--- src/core/rimr_pkg.sv ---
// Purpose: shared constants and types for the receive ring/recombiner register bank
// Assumes: 16 receive links, 8 groups, microprocessor port with 12-bit word addresses
// Notes: register offsets are word addresses on the processor port
package rimr_pkg;
   localparam int NLINK = 16;
   localparam int NGRP = 8;
   localparam int NPAIR = 8;
   localparam int NINT = 4;
   localparam int FDEPTH = 4;

   localparam logic [11:0] A_FLAGS = 12'h0107;
   localparam logic [11:0] A_DEBUG = 12'h0108;
   localparam logic [11:0] A_WORD0 = 12'h0140;
   localparam logic [11:0] A_RCTL = 12'h0180;
   localparam logic [11:0] A_TXR0 = 12'h0181;
   localparam logic [11:0] A_RXR0 = 12'h01c0;
   localparam logic [11:0] A_RCB0 = 12'h0201;
   localparam logic [11:0] A_REF0 = 12'h0209;
   localparam logic [11:0] A_INT0 = 12'h0219;
   localparam logic [11:0] A_EXT = 12'h0280;

   localparam int DBG_EN = 0;
   localparam int DBG_ICP = 1;
   localparam int RC_MASTER = 0;
   localparam int RC_INIT = 1;
   localparam int RC_EN = 2;
   localparam int RB_EN_LO = 4;
   localparam int RB_EN_HI = 12;
   localparam int RB_GRP_LO = 0;
   localparam int RB_GRP_HI = 8;
   localparam int REF_AUTO = 4;
   localparam int INT_LO = 0;
   localparam int INT_HI = 8;
   localparam int EXT_RDY = 7;
   localparam int EXT_TOG = 6;
   localparam int EXT_DIR = 5;
   localparam int EXT_NOACC = 1;

   localparam logic [15:0] RB_MASK = 16'h1717;
   localparam logic [15:0] INT_MASK = 16'h0f0f;
   localparam logic [15:0] WORD_RST = 16'h8000;
   localparam logic [15:0] INT_RST = 16'h0c0c;
   localparam logic [3:0] INT_RSVD = 4'hf;
   localparam int INT_EXP_BASE = 8;
   localparam int INT_CW = 23;

   typedef struct packed {
      logic wr;
      logic rd;
      logic [11:0] addr;
      logic [15:0] wdata;
   } rimr_cpu_req_t;

   typedef struct packed {
      logic last;
      logic [5:0] ofs;
      logic [7:0] val;
   } rimr_fent_t;

   typedef struct packed {
      logic valid;
      logic [3:0] link;
      rimr_fent_t ent;
   } rimr_chg_t;

   typedef struct packed {
      logic atm_en;
      logic [4:0] atm_addr;
      logic tdm_en;
      logic [4:0] tdm_addr;
   } rimr_route_t;

   typedef struct packed {
      logic dir;
      logic [1:0] op;
   } rimr_ext_cmd_t;

   typedef enum logic {EXT_IDLE, EXT_BUSY} rimr_ext_st_t;
endpackage

--- src/core/rimr_regs.sv ---
// Purpose: receive ring, recombiner and change-fifo register bank on the processor port
// Assumes: processor port and change feed run on core_clk_in; reads answer one cycle later
// Notes: reading a change-fifo word pops it; pushes to a full link fifo are dropped
module rimr_regs (
   input wire logic core_clk_in,
   input wire logic rst_b_in,
   input wire rimr_pkg::rimr_cpu_req_t cpu_req_in,
   output logic [15:0] cpu_rdata_out,
   output logic cpu_rvalid_out,
   input wire rimr_pkg::rimr_chg_t chg_in,
   input wire logic ext_done_in,
   output logic ext_start_out,
   output rimr_pkg::rimr_ext_cmd_t ext_cmd_out,
   output logic debug_en_out,
   output logic cmp_icp_only_out,
   output logic ring_master_out,
   output logic ring_drive_en_out,
   output logic ring_init_hdr_out,
   output rimr_pkg::rimr_route_t [15:0] tx_route_out,
   output rimr_pkg::rimr_route_t [15:0] rx_route_out,
   output logic [15:0][2:0] link_grp_out,
   output logic [15:0] link_recomb_en_out,
   output logic [7:0] ref_auto_out,
   output logic [7:0][3:0] ref_link_out,
   output logic [7:0] int_tick_out
);
   logic [15:0] debug_ff;
   logic [15:0] rctl_ff;
   logic [15:0][11:0] txr_ff;
   logic [15:0][11:0] rxr_ff;
   logic [7:0][15:0] rcb_ff;
   logic [7:0][4:0] ref_ff;
   logic [3:0][15:0] int_ff;
   logic ext_rdy_ff;
   logic ext_tog_ff;
   rimr_pkg::rimr_ext_st_t ext_st_ff;
   rimr_pkg::rimr_ext_cmd_t ext_cmd_ff;
   logic [15:0] nonempty;
   logic [15:0][15:0] word_rd;
   logic [15:0] rdata;
   logic wr;
   logic rd;
   logic [11:0] a;
   logic ext_wr;
   logic rdy_set;

   assign wr = cpu_req_in.wr;
   assign rd = cpu_req_in.rd;
   assign a = cpu_req_in.addr;
   assign ext_wr = wr && a == rimr_pkg::A_EXT && ext_st_ff == rimr_pkg::EXT_IDLE;

   // per-link change fifos
   for (genvar i = 0; i < rimr_pkg::NLINK; i++) begin : g_fifo
      rimr_pkg::rimr_fent_t mem_ff [rimr_pkg::FDEPTH];
      logic [1:0] wp_ff;
      logic [1:0] rp_ff;
      logic [2:0] cnt_ff;
      logic push;
      logic pop;
      assign push = chg_in.valid && chg_in.link == 4'(i) && cnt_ff != 3'(rimr_pkg::FDEPTH);
      assign pop = rd && a == rimr_pkg::A_WORD0 + 12'(i) && cnt_ff != 3'h0;
      always_ff @(posedge core_clk_in) begin
         if (!rst_b_in) begin
            wp_ff <= 2'h0;
            rp_ff <= 2'h0;
            cnt_ff <= 3'h0;
         end else begin
            if (push) begin
               mem_ff[wp_ff] <= chg_in.ent;
               wp_ff <= wp_ff + 2'h1;
            end
            if (pop) begin
               rp_ff <= rp_ff + 2'h1;
            end
            cnt_ff <= cnt_ff + 3'(push) - 3'(pop);
         end
      end
      assign nonempty[i] = cnt_ff != 3'h0;
      // bit 15 says whether entries remain behind this one; bit 14, 13:8, 7:0 from the entry
      assign word_rd[i] = (cnt_ff == 3'h0) ? rimr_pkg::WORD_RST :
                          {cnt_ff > 3'h1, mem_ff[rp_ff]};
   end

   always_ff @(posedge core_clk_in) begin
      if (!rst_b_in) begin
         debug_ff <= 16'h0000;
         rctl_ff <= 16'h0000;
      end else if (wr) begin
         if (a == rimr_pkg::A_DEBUG) begin
            debug_ff <= cpu_req_in.wdata & 16'h0003;
         end
         if (a == rimr_pkg::A_RCTL) begin
            rctl_ff <= cpu_req_in.wdata & 16'h0007;
         end
      end
   end

   always_ff @(posedge core_clk_in) begin
      if (!rst_b_in) begin
         txr_ff <= '0;
         rxr_ff <= '0;
      end else if (wr) begin
         for (int i = 0; i < rimr_pkg::NLINK; i++) begin
            if (a == rimr_pkg::A_TXR0 + 12'(i)) begin
               txr_ff[i] <= cpu_req_in.wdata[11:0];
            end
            if (a == rimr_pkg::A_RXR0 + 12'(i)) begin
               rxr_ff[i] <= cpu_req_in.wdata[11:0];
            end
         end
      end
   end

   always_ff @(posedge core_clk_in) begin
      if (!rst_b_in) begin
         rcb_ff <= '0;
         ref_ff <= '0;
         int_ff <= {rimr_pkg::NINT{rimr_pkg::INT_RST}};
      end else if (wr) begin
         for (int p = 0; p < rimr_pkg::NPAIR; p++) begin
            if (a == rimr_pkg::A_RCB0 + 12'(p)) begin
               rcb_ff[p] <= cpu_req_in.wdata & rimr_pkg::RB_MASK;
            end
            if (a == rimr_pkg::A_REF0 + 12'(p)) begin
               ref_ff[p] <= cpu_req_in.wdata[4:0];
            end
         end
         for (int q = 0; q < rimr_pkg::NINT; q++) begin
            if (a == rimr_pkg::A_INT0 + 12'(q)) begin
               int_ff[q] <= cpu_req_in.wdata & rimr_pkg::INT_MASK;
            end
         end
      end
   end

   // external memory access handshake
   assign rdy_set = (ext_st_ff == rimr_pkg::EXT_BUSY && ext_done_in) ||
                    (ext_st_ff == rimr_pkg::EXT_IDLE && !ext_rdy_ff && !ext_wr);
   always_ff @(posedge core_clk_in) begin
      if (!rst_b_in) begin
         ext_st_ff <= rimr_pkg::EXT_IDLE;
         ext_rdy_ff <= 1'b1;
         ext_tog_ff <= 1'b0;
         ext_cmd_ff <= '0;
         ext_start_out <= 1'b0;
      end else begin
         ext_start_out <= 1'b0;
         if (ext_wr) begin
            ext_rdy_ff <= 1'b0;
            ext_cmd_ff <= {cpu_req_in.wdata[rimr_pkg::EXT_DIR], cpu_req_in.wdata[1:0]};
            if (!cpu_req_in.wdata[rimr_pkg::EXT_NOACC]) begin
               ext_st_ff <= rimr_pkg::EXT_BUSY;
               ext_start_out <= 1'b1;
            end
         end else if (rdy_set) begin
            ext_rdy_ff <= 1'b1;
            ext_tog_ff <= !ext_tog_ff;
            ext_st_ff <= rimr_pkg::EXT_IDLE;
         end
      end
   end

   // integration period timers
   for (genvar g = 0; g < rimr_pkg::NGRP; g++) begin : g_int
      logic [3:0] code;
      logic [rimr_pkg::INT_CW-1:0] cnt_ff;
      logic [rimr_pkg::INT_CW-1:0] term;
      assign code = (g < rimr_pkg::NINT) ? int_ff[g % rimr_pkg::NINT][rimr_pkg::INT_LO +: 4] :
                                           int_ff[g % rimr_pkg::NINT][rimr_pkg::INT_HI +: 4];
      // shift amount kept at five bits so codes 8 to 14 do not wrap
      assign term = rimr_pkg::INT_CW'((24'h00_0001 << (5'(code) + 5'(rimr_pkg::INT_EXP_BASE))) - 24'h00_0001);
      always_ff @(posedge core_clk_in) begin
         if (!rst_b_in || code == rimr_pkg::INT_RSVD) begin
            cnt_ff <= '0;
            int_tick_out[g] <= 1'b0;
         end else begin
            int_tick_out[g] <= cnt_ff >= term;
            cnt_ff <= (cnt_ff >= term) ? '0 : cnt_ff + 1'b1;
         end
      end
   end

   // read path
   always_comb begin
      rdata = 16'h0000;
      if (a == rimr_pkg::A_FLAGS) begin
         rdata = nonempty;
      end else if (a == rimr_pkg::A_DEBUG) begin
         rdata = debug_ff;
      end else if (a == rimr_pkg::A_RCTL) begin
         rdata = rctl_ff;
      end else if (a == rimr_pkg::A_EXT) begin
         rdata = {8'h00, ext_rdy_ff, ext_tog_ff, ext_cmd_ff.dir, 3'h0, ext_cmd_ff.op};
      end
      for (int i = 0; i < rimr_pkg::NLINK; i++) begin
         if (a == rimr_pkg::A_WORD0 + 12'(i)) begin
            rdata = word_rd[i];
         end
         if (a == rimr_pkg::A_TXR0 + 12'(i)) begin
            rdata = {4'h0, txr_ff[i]};
         end
         if (a == rimr_pkg::A_RXR0 + 12'(i)) begin
            rdata = {4'h0, rxr_ff[i]};
         end
      end
      for (int p = 0; p < rimr_pkg::NPAIR; p++) begin
         if (a == rimr_pkg::A_RCB0 + 12'(p)) begin
            rdata = rcb_ff[p];
         end
         if (a == rimr_pkg::A_REF0 + 12'(p)) begin
            rdata = {11'h000, ref_ff[p]};
         end
      end
      for (int q = 0; q < rimr_pkg::NINT; q++) begin
         if (a == rimr_pkg::A_INT0 + 12'(q)) begin
            rdata = int_ff[q];
         end
      end
   end

   always_ff @(posedge core_clk_in) begin
      if (!rst_b_in) begin
         cpu_rdata_out <= 16'h0000;
         cpu_rvalid_out <= 1'b0;
      end else begin
         cpu_rvalid_out <= rd;
         if (rd) begin
            cpu_rdata_out <= rdata;
         end
      end
   end

   // registered copies of the configuration for the datapath
   always_ff @(posedge core_clk_in) begin
      if (!rst_b_in) begin
         debug_en_out <= 1'b0;
         cmp_icp_only_out <= 1'b0;
         ring_master_out <= 1'b0;
         ring_drive_en_out <= 1'b0;
         ring_init_hdr_out <= 1'b0;
         tx_route_out <= '0;
         rx_route_out <= '0;
         link_grp_out <= '0;
         link_recomb_en_out <= '0;
         ref_auto_out <= '0;
         ref_link_out <= '0;
         ext_cmd_out <= '0;
      end else begin
         debug_en_out <= debug_ff[rimr_pkg::DBG_EN];
         cmp_icp_only_out <= debug_ff[rimr_pkg::DBG_ICP];
         ring_master_out <= rctl_ff[rimr_pkg::RC_MASTER];
         ring_drive_en_out <= rctl_ff[rimr_pkg::RC_EN];
         ring_init_hdr_out <= rctl_ff[rimr_pkg::RC_MASTER] && rctl_ff[rimr_pkg::RC_INIT];
         tx_route_out <= txr_ff;
         rx_route_out <= rxr_ff;
         for (int p = 0; p < rimr_pkg::NPAIR; p++) begin
            link_grp_out[p] <= rcb_ff[p][rimr_pkg::RB_GRP_LO +: 3];
            link_grp_out[p + rimr_pkg::NPAIR] <= rcb_ff[p][rimr_pkg::RB_GRP_HI +: 3];
            link_recomb_en_out[p] <= rcb_ff[p][rimr_pkg::RB_EN_LO];
            link_recomb_en_out[p + rimr_pkg::NPAIR] <= rcb_ff[p][rimr_pkg::RB_EN_HI];
            ref_auto_out[p] <= ref_ff[p][rimr_pkg::REF_AUTO];
            ref_link_out[p] <= ref_ff[p][3:0];
         end
         ext_cmd_out <= ext_cmd_ff;
      end
   end
endmodule

--- config.mk ---
export PLATFORM = sky130hd
export DESIGN_NAME = rimr_regs
export DESIGN_NICKNAME = d
export VERILOG_FILES = /design/src/core/rimr_pkg.sv /design/src/core/rimr_regs.sv
export SDC_FILE = /design/constraint.sdc
export NUM_CORES = 2
export LEC_CHECK = 0
export BUFFER_PORTS_ARGS = -buffer_cell sky130_fd_sc_hd__buf_2
export CORE_UTILIZATION = 40
export DETAILED_ROUTE_END_ITERATION = 8
export MAX_ROUTING_LAYER = met4
export PLACE_DENSITY_LB_ADDON = 0.08
export SETUP_SLACK_MARGIN = 0.3
export SLEW_MARGIN = 20
export SYNTH_ARGS = -nofsm -noshare
export SYNTH_HDL_FRONTEND = slang
export SYNTH_SLANG_ARGS = --single-unit
--- constraint.sdc ---
create_clock -name core_clk_in -period 5.3 [get_ports core_clk_in]
set_clock_uncertainty 0.2 [all_clocks]
set_input_delay 0.795 -clock core_clk_in [delete_from_list [all_inputs] [get_ports core_clk_in]]
set_output_delay 0.795 -clock core_clk_in [all_outputs]
set_load 0.05 [all_outputs]
======== Yosys cells after proc, flatten, opt, wreduce, memory -nomap -nowiden ========
Memory sizes are Yosys's and may differ from the RTL's. A register that Yosys moved wholly into a read port is not among the register bits.
Index checks and enable logic that the tools add are counted.
word-level totals
  bits in registers ....................... 1349
  bits in latches ......................... 0
  RAM bits ................................ 960
  ROM bits ................................ 0
  bits of input ports ..................... 53
  word-level logic and storage cells ...... 893
  memories kept ........................... 16
operators by class
  $add $sub $neg .......................... 88
  multipliers ............................. 0
  divide/modulo/power cells ............... 0
  $lt $le $gt $ge ......................... 24
  equal/unequal tests ..................... 112
  shift-type cells ........................ 8
  multiplexer cells ....................... 174
  bitwise gates (word level) .............. 2
  reductions and logical operators ........ 182
memories
  name               depth  width  rd ports  clocked after memory_dff  wr ports  RTL line         RTL
  g_fifo[0].mem_ff   4      15     1         1                         1         rimr_regs.sv:54  rimr_pkg::rimr_fent_t mem_ff [rimr_pkg::FDEPTH];
  g_fifo[10].mem_ff  4      15     1         1                         1         rimr_regs.sv:54
  g_fifo[11].mem_ff  4      15     1         1                         1         rimr_regs.sv:54
  g_fifo[12].mem_ff  4      15     1         1                         1         rimr_regs.sv:54
  g_fifo[13].mem_ff  4      15     1         1                         1         rimr_regs.sv:54
  g_fifo[14].mem_ff  4      15     1         1                         1         rimr_regs.sv:54
  10 more memories   -      -      -         -                         -         -
operators with widths
  operator                 count
  $mux W16                 85
  $eq A12 B9 Y1 const B    51
  $eq A12 B10 Y1 const B   21
  $add A23 B1 Y23 const B  8
  $ge A23 B23 Y1           8
  $shl A1 B5 Y23 const A   8
  $sub A23 B1 Y23 const B  8
  $reduce_and A2 Y1        57
  $logic_and A1 B1 Y1      70
  $add A2 B1 Y2 const B    32
  $eq A4 B4 Y1 const B     16
  $mux W2                  32
  $mux W1                  54
  $add A3 B1 Y3            16
  $gt A3 B1 Y1 const B     16
  $logic_not A3 Y1         16
  $ne A3 B3 Y1 const B     16
  $reduce_bool A3 Y1       16
  $sub A3 B1 Y3            16
  $add A4 B4 Y5 const B    8
  $mux W8                  3
  $eq A4 B3 Y1 const B     4
  $reduce_or A2 Y1         8
  $logic_or A1 B1 Y1       9
  7 further kinds          12

======== Depth between registers and ports, before layout ========
  depth after elaboration ................. 73
  depth in mapped cells ................... 14

======== Least setup slack after synthesis ========
No wires, ideal clock.
  kind .................................... input to register
  start ................................... input cpu_req_in[22] in the netlist's numbering
  end ..................................... register g_fifo[7].cnt_ff[2]
  arrival time ............................ 3678 ps
  slack ................................... 1307 ps
  stages .................................. 13
  path buffers ............................ 3
  path through ............................ buf_4 or4b_4 buf_6 nor4_2 clkbuf_1 and2_1 ha_1 inv_1 ha_1 inv_1 fa_1 xor2_1 and2_1
between the ends
  cells in the longest elaborated chain, start to end .. 4
RTL lines
  what                              RTL line         RTL
  start: declaration                rimr_regs.sv:7   input wire rimr_pkg::rimr_cpu_req_t cpu_req_in,
  $eq A12 B9 Y1                     rimr_regs.sv:61  assign pop = rd && a == rimr_pkg::A_WORD0 + 12'(i) && cnt_ff != 3'h0;
  $logic_and A1 B1 Y1 (2 in a row)  rimr_regs.sv:61
  net g_fifo[7].pop                 rimr_regs.sv:59  logic pop;
  $sub A3 B1 Y3                     rimr_regs.sv:75  cnt_ff <= cnt_ff + 3'(push) - 3'(pop);
  end signal: assignment            rimr_regs.sv:75
  end: declaration                  rimr_regs.sv:57  logic [2:0] cnt_ff;
The timed path passes the listed nets, and every way through them passes these cells.
A chain may end at the register's enable or synchronous reset.

======== Final worst setup path ========
  start ................................... register g_fifo[10].cnt_ff[1]
  end ..................................... register cpu_rdata_out[6]
between the ends
  cells in the longest elaborated chain, start to end .. 40
RTL lines
  what                      RTL line          RTL
  start: declaration        rimr_regs.sv:57
  start signal: assignment  rimr_regs.sv:75
  $logic_not A3 Y1          rimr_regs.sv:80   assign word_rd[i] = (cnt_ff == 3'h0) ? rimr_pkg::WORD_RST :
  $mux W16                  rimr_regs.sv:80
  $mux W16                  rimr_regs.sv:196  if (a == rimr_pkg::A_WORD0 + 12'(i)) begin
  $mux W16                  rimr_regs.sv:199  if (a == rimr_pkg::A_TXR0 + 12'(i)) begin
  $mux W16                  rimr_regs.sv:202  if (a == rimr_pkg::A_RXR0 + 12'(i)) begin
  $mux W16                  rimr_regs.sv:196
  $mux W16                  rimr_regs.sv:199
  $mux W16                  rimr_regs.sv:202
  (+21 left out)            -
  $mux W16                  rimr_regs.sv:210  if (a == rimr_pkg::A_REF0 + 12'(p)) begin
  $mux W16                  rimr_regs.sv:207  if (a == rimr_pkg::A_RCB0 + 12'(p)) begin
  $mux W16                  rimr_regs.sv:210
  $mux W16                  rimr_regs.sv:207
  $mux W16                  rimr_regs.sv:210
  $mux W16                  rimr_regs.sv:207
  $mux W16                  rimr_regs.sv:210
  $mux W16 (4 in a row)     rimr_regs.sv:215  if (a == rimr_pkg::A_INT0 + 12'(q)) begin
  end signal: assignment    rimr_regs.sv:228  cpu_rdata_out <= rdata;
  end: declaration          rimr_regs.sv:8    output logic [15:0] cpu_rdata_out,
No other way between the ends.

==> metrics.txt <==
met3 WL ~38000 um; Initial Util 0.4026; setup ws final between 1000 and 1500 ps; GPL Wtd Cong about 1; GRT Total Usage 0.3217; average vias per placed instance ~6; router iterations before antenna repair 8; CP Max Fanout 11; core area 243500 um^2; CP required roughly 5900 ps; largest net degree at the start of global routing about 240; Crit Path Class reg -> reg; Avg Cell Area, Syn between 10 and 15 um^2; Pint 30.55 mW; pre-CTS setup slack around 440 ps; WL met1 about 170000 um; maximum vdd drop ~0.28 mV; Least-Margin Pin Slew approximately 1200 ps; switching share of total power 0.2187; Root Buffer clkbuf_16; Avg WL per Cell roughly 31 um; Total Negative Setup Slacks 0 ps; routed length on met2 ~170000 um; DR top layer met4; register area share after synthesis 0.5762; status finished clean; Synth Warn # 0; #FFs+latches synth approximately 2300; CTS tree done; hold_sp rst_b_in; Pwr Density about 340 nW/um^2; Layout area overhead 17.45%; final setup vio count 0; CTS Buf Count ~280; worst setup path start g_fifo[10].cnt_ff[1]$_SDFF_PN0_; final hold vios 0; CTS max path bufs 4; placed wire-length estimate around 290000 um; Sink Count about 2300; first-pass GRT wire length between 500000 and 600000 um; H-tree depth 5; Synth top area share 0.2941; ranking of synthesized cells by area edfxtp_1 29%, dfxtp_1 28%, mux4_2 5.5%, nand2_1 4.5%, and2_1 4.0%; Logic pwr share 0.031; share of total power in sequential cells 0.482; insertion delay to the later sink of the worst-skew pair roughly 980 ps; EDFF count, synth 960; FFs w/ async S/R, synth 0; post-CTS setup buffer count 0; vias in the first global route ~70000; Die ar. 247000 um^2; fin crit share 0.7984; antenna violations before repair 44; r2r startpoint g_fifo[10].cnt_ff[1]$_SDFF_PN0_; Final ANT Viol Nets 0; CTS clk-pin slew, worst paths 60 ps; DRT Wirelength between 300000 and 400000 um; worst reg2reg path depth 11; site row count between 150 and 200; P_leak 43.49 nW; fmax about 240 MHz; synthesized instance count roughly 8600; Iter 0 DRT Violations around 9400; Horiz. Die Dim ~500 um; hold crit path type in -> reg; startpoint types flop; crit end category flop; clock network power share 0.487; Unique masters post-synth about 100; I/O pin cnt 575; fin crit period approximately 4200 ps; DRC viols 0; hold depth 2; hold endpoint g_int[4].code[3]$_SDFFE_PN1P_; reg-to-reg critical path endpoint cpu_rdata_out[6]$_SDFFE_PN0P_; Slew HR 0.1621; final core utilization 0.4729; port bufs around 570; via count around 74000; Final Max Tran Viols 0; Nets 9644; GRT overflow 0; Max Cap Violations 0; Main synth FF type dfxtp_1; WP data arrival approximately 4900 ps; largest area contributor in the netlist edfxtp_1; Mapped Area a little under 100000 um^2; P_sw approximately 8.6 mW; RSZ-0062 raised after global routing no; FF-to-FF setup slack between 1000 and 1500 ps; Die H around 500 um; share of layout cells above drive strength 1 0.1787
-- metrics by stage --
stage | area [um^2] | instances | power (mW) | hold slack (ps)
6_report | 115100 | 12700 | 39.11 | 57.78
5_1_grt | 115100 | 12700 | 40.15 | 65.86
4_1_cts | 115100 | 12680 | 39.37 | 5.687
3_5_place_dp | 106000 | 12200 | 20.42 | 268.4
3_3_place_gp | 106000 | 12200 | 20.40 | 255.6
2_1_floorplan | 98230 | 8621 | 19.76 | 237.6
-- repair_timing --
item	CTS	global route
gates resized for setup	0	0
hold endpoints to repair	7	0
hold buffers	3	0
-- logic make-up after synthesis --
family,synth area share
DFF,0.5762
xor gates and xnor gates,0.02073
other,0.00007662
muxes,0.06124
and+or+nand+nor,0.1641
AOI/OAI and AO/OA,0.1063
adders and majority gates,0.04144
buffers and inverters,0.02993
-- power by group through the flow --
stage	combinational, mW	sequential (mW)	clock, mW
after floorplan	0.542	19.2	0
after global placement	1.18	19.2	0
after detailed placement	1.20	19.2	0
after CTS	1.21	18.8	19.3
after global routing	1.27	18.8	20.1
final	1.23	18.8	19.0
-- synthesized netlist by cell type, types with 13 or more instances --
library cell  count
a2111oi_0        15
o2111ai_1        24
a32oi_1          17
o22ai_1          49
nand3_1         303
a221oi_1         43
nor3b_1          19
and4_1           27
a21o_1           63
nand4_1         104
a221o_1          26
o31ai_1          13
nand2_1        1180
inv_1           171
ha_1            299
or3_1            28
mux4_2          241
o221ai_1         42
nand2b_1         20
nor3_1          128
o21a_1           19
a21boi_0        491
and3_1          131
nor4_1           42
fa_1             16
mux2i_1          54
buf_1            31
or2_2            14
edfxtp_1        960
and2_1          626
clkbuf_1        416
a211oi_1         48
dfxtp_1        1381
a22o_1           19
o21ai_0         190
o211ai_1         35
a21oi_1         171
xnor2_1          94
a31oi_1          36
nor2b_1         109
nor2_1          365
nor4_2           14
xor2_1          138
buf_2            95
a22oi_1          52
-- cells in the final DEF, fill, tap and decap left out, drive strengths merged, types with 67 or more instances in the layout --
master / netlist / routed
dfxtp: 1381 / 1381
o21ai: 196 / 196
clkbuf: 416 / 385
a21boi: 492 / 492
ha: 299 / 299
inv: 171 / 176
nand3: 303 / 303
mux4: 241 / 241
nor2b: 109 / 109
edfxtp: 960 / 960
nand2: 1182 / 1182
buf: 140 / 930
nor3: 132 / 132
and2: 627 / 627
nor4: 67 / 67
xor2: 138 / 138
nand4: 106 / 106
and3: 131 / 131
a21oi: 171 / 171
xnor2: 94 / 94
nor2: 369 / 369
-- final cells by class --
class                      count  area, um^2
timing repair buffer         933        5864
clock buffer                 385        7995
sequential                  2341       56470
antenna                       26       65.06
multi-input combinational   5552       39050
inverter                     172       645.6
fill                       22280      128300
clock inverter                93        1016
tap                         3202        4006
-- sequential cells by signal, indices dropped and copies added, names as in the netlist, 2 cells and up, named ones only --
signal	count
g_fifo.mem_ff	960
rx_route_out	192
rxr_ff	192
tx_route_out	192
txr_ff	192
g_int.cnt_ff	184
rcb_ff	64
g_fifo.cnt_ff	48
link_grp_out	48
ref_ff	40
g_fifo.rp_ff	32
g_fifo.wp_ff	32
g_int.code	32
ref_link_out	32
cpu_rdata_out	16
link_recomb_en_out	16
int_tick_out	8
ref_auto_out	8
ext_cmd_ff	3
ext_cmd_out	3
rctl_ff	3
debug_ff	2
-- per-layer routing --
metal / vias to the layer above / global-route usage
li1: 32210 / -
met1: 37310 / 0.4335
met2: 3933 / 0.4737
met3: 722 / 0.06408
met4: 0 / 0.1283
met5: - / -
-- worst max-delay path, cell delays in order, from the launching register on --
cell       delay, ps
dfxtp_1          370
or3_1            610
and4_1           520
buf_4            290
a22oi_1          160
nand3_1          110
a211oi_1         560
buf_4            220
o2111ai_1        270
a2111oi_0        510
buf_4            220
nor3_1            50
-- how the worst max path moves through the flow --
stage	to	slack, ps	depth (start not counted)
floorplan	g_fifo[7].cnt_ff[2]$_SDFF_PN0_	1310	13
global placement	cpu_rdata_out[0]$_SDFFE_PN0P_	450	11
detailed placement	cpu_rdata_out[6]$_SDFFE_PN0P_	440	11
CTS	cpu_rdata_out[6]$_SDFFE_PN0P_	1200	11
global route	g_int[6].cnt_ff[8]$_SDFF_PP0_	840	11
finish	cpu_rdata_out[6]$_SDFFE_PN0P_	1070	11
Power figures use the tool's default switching activity.
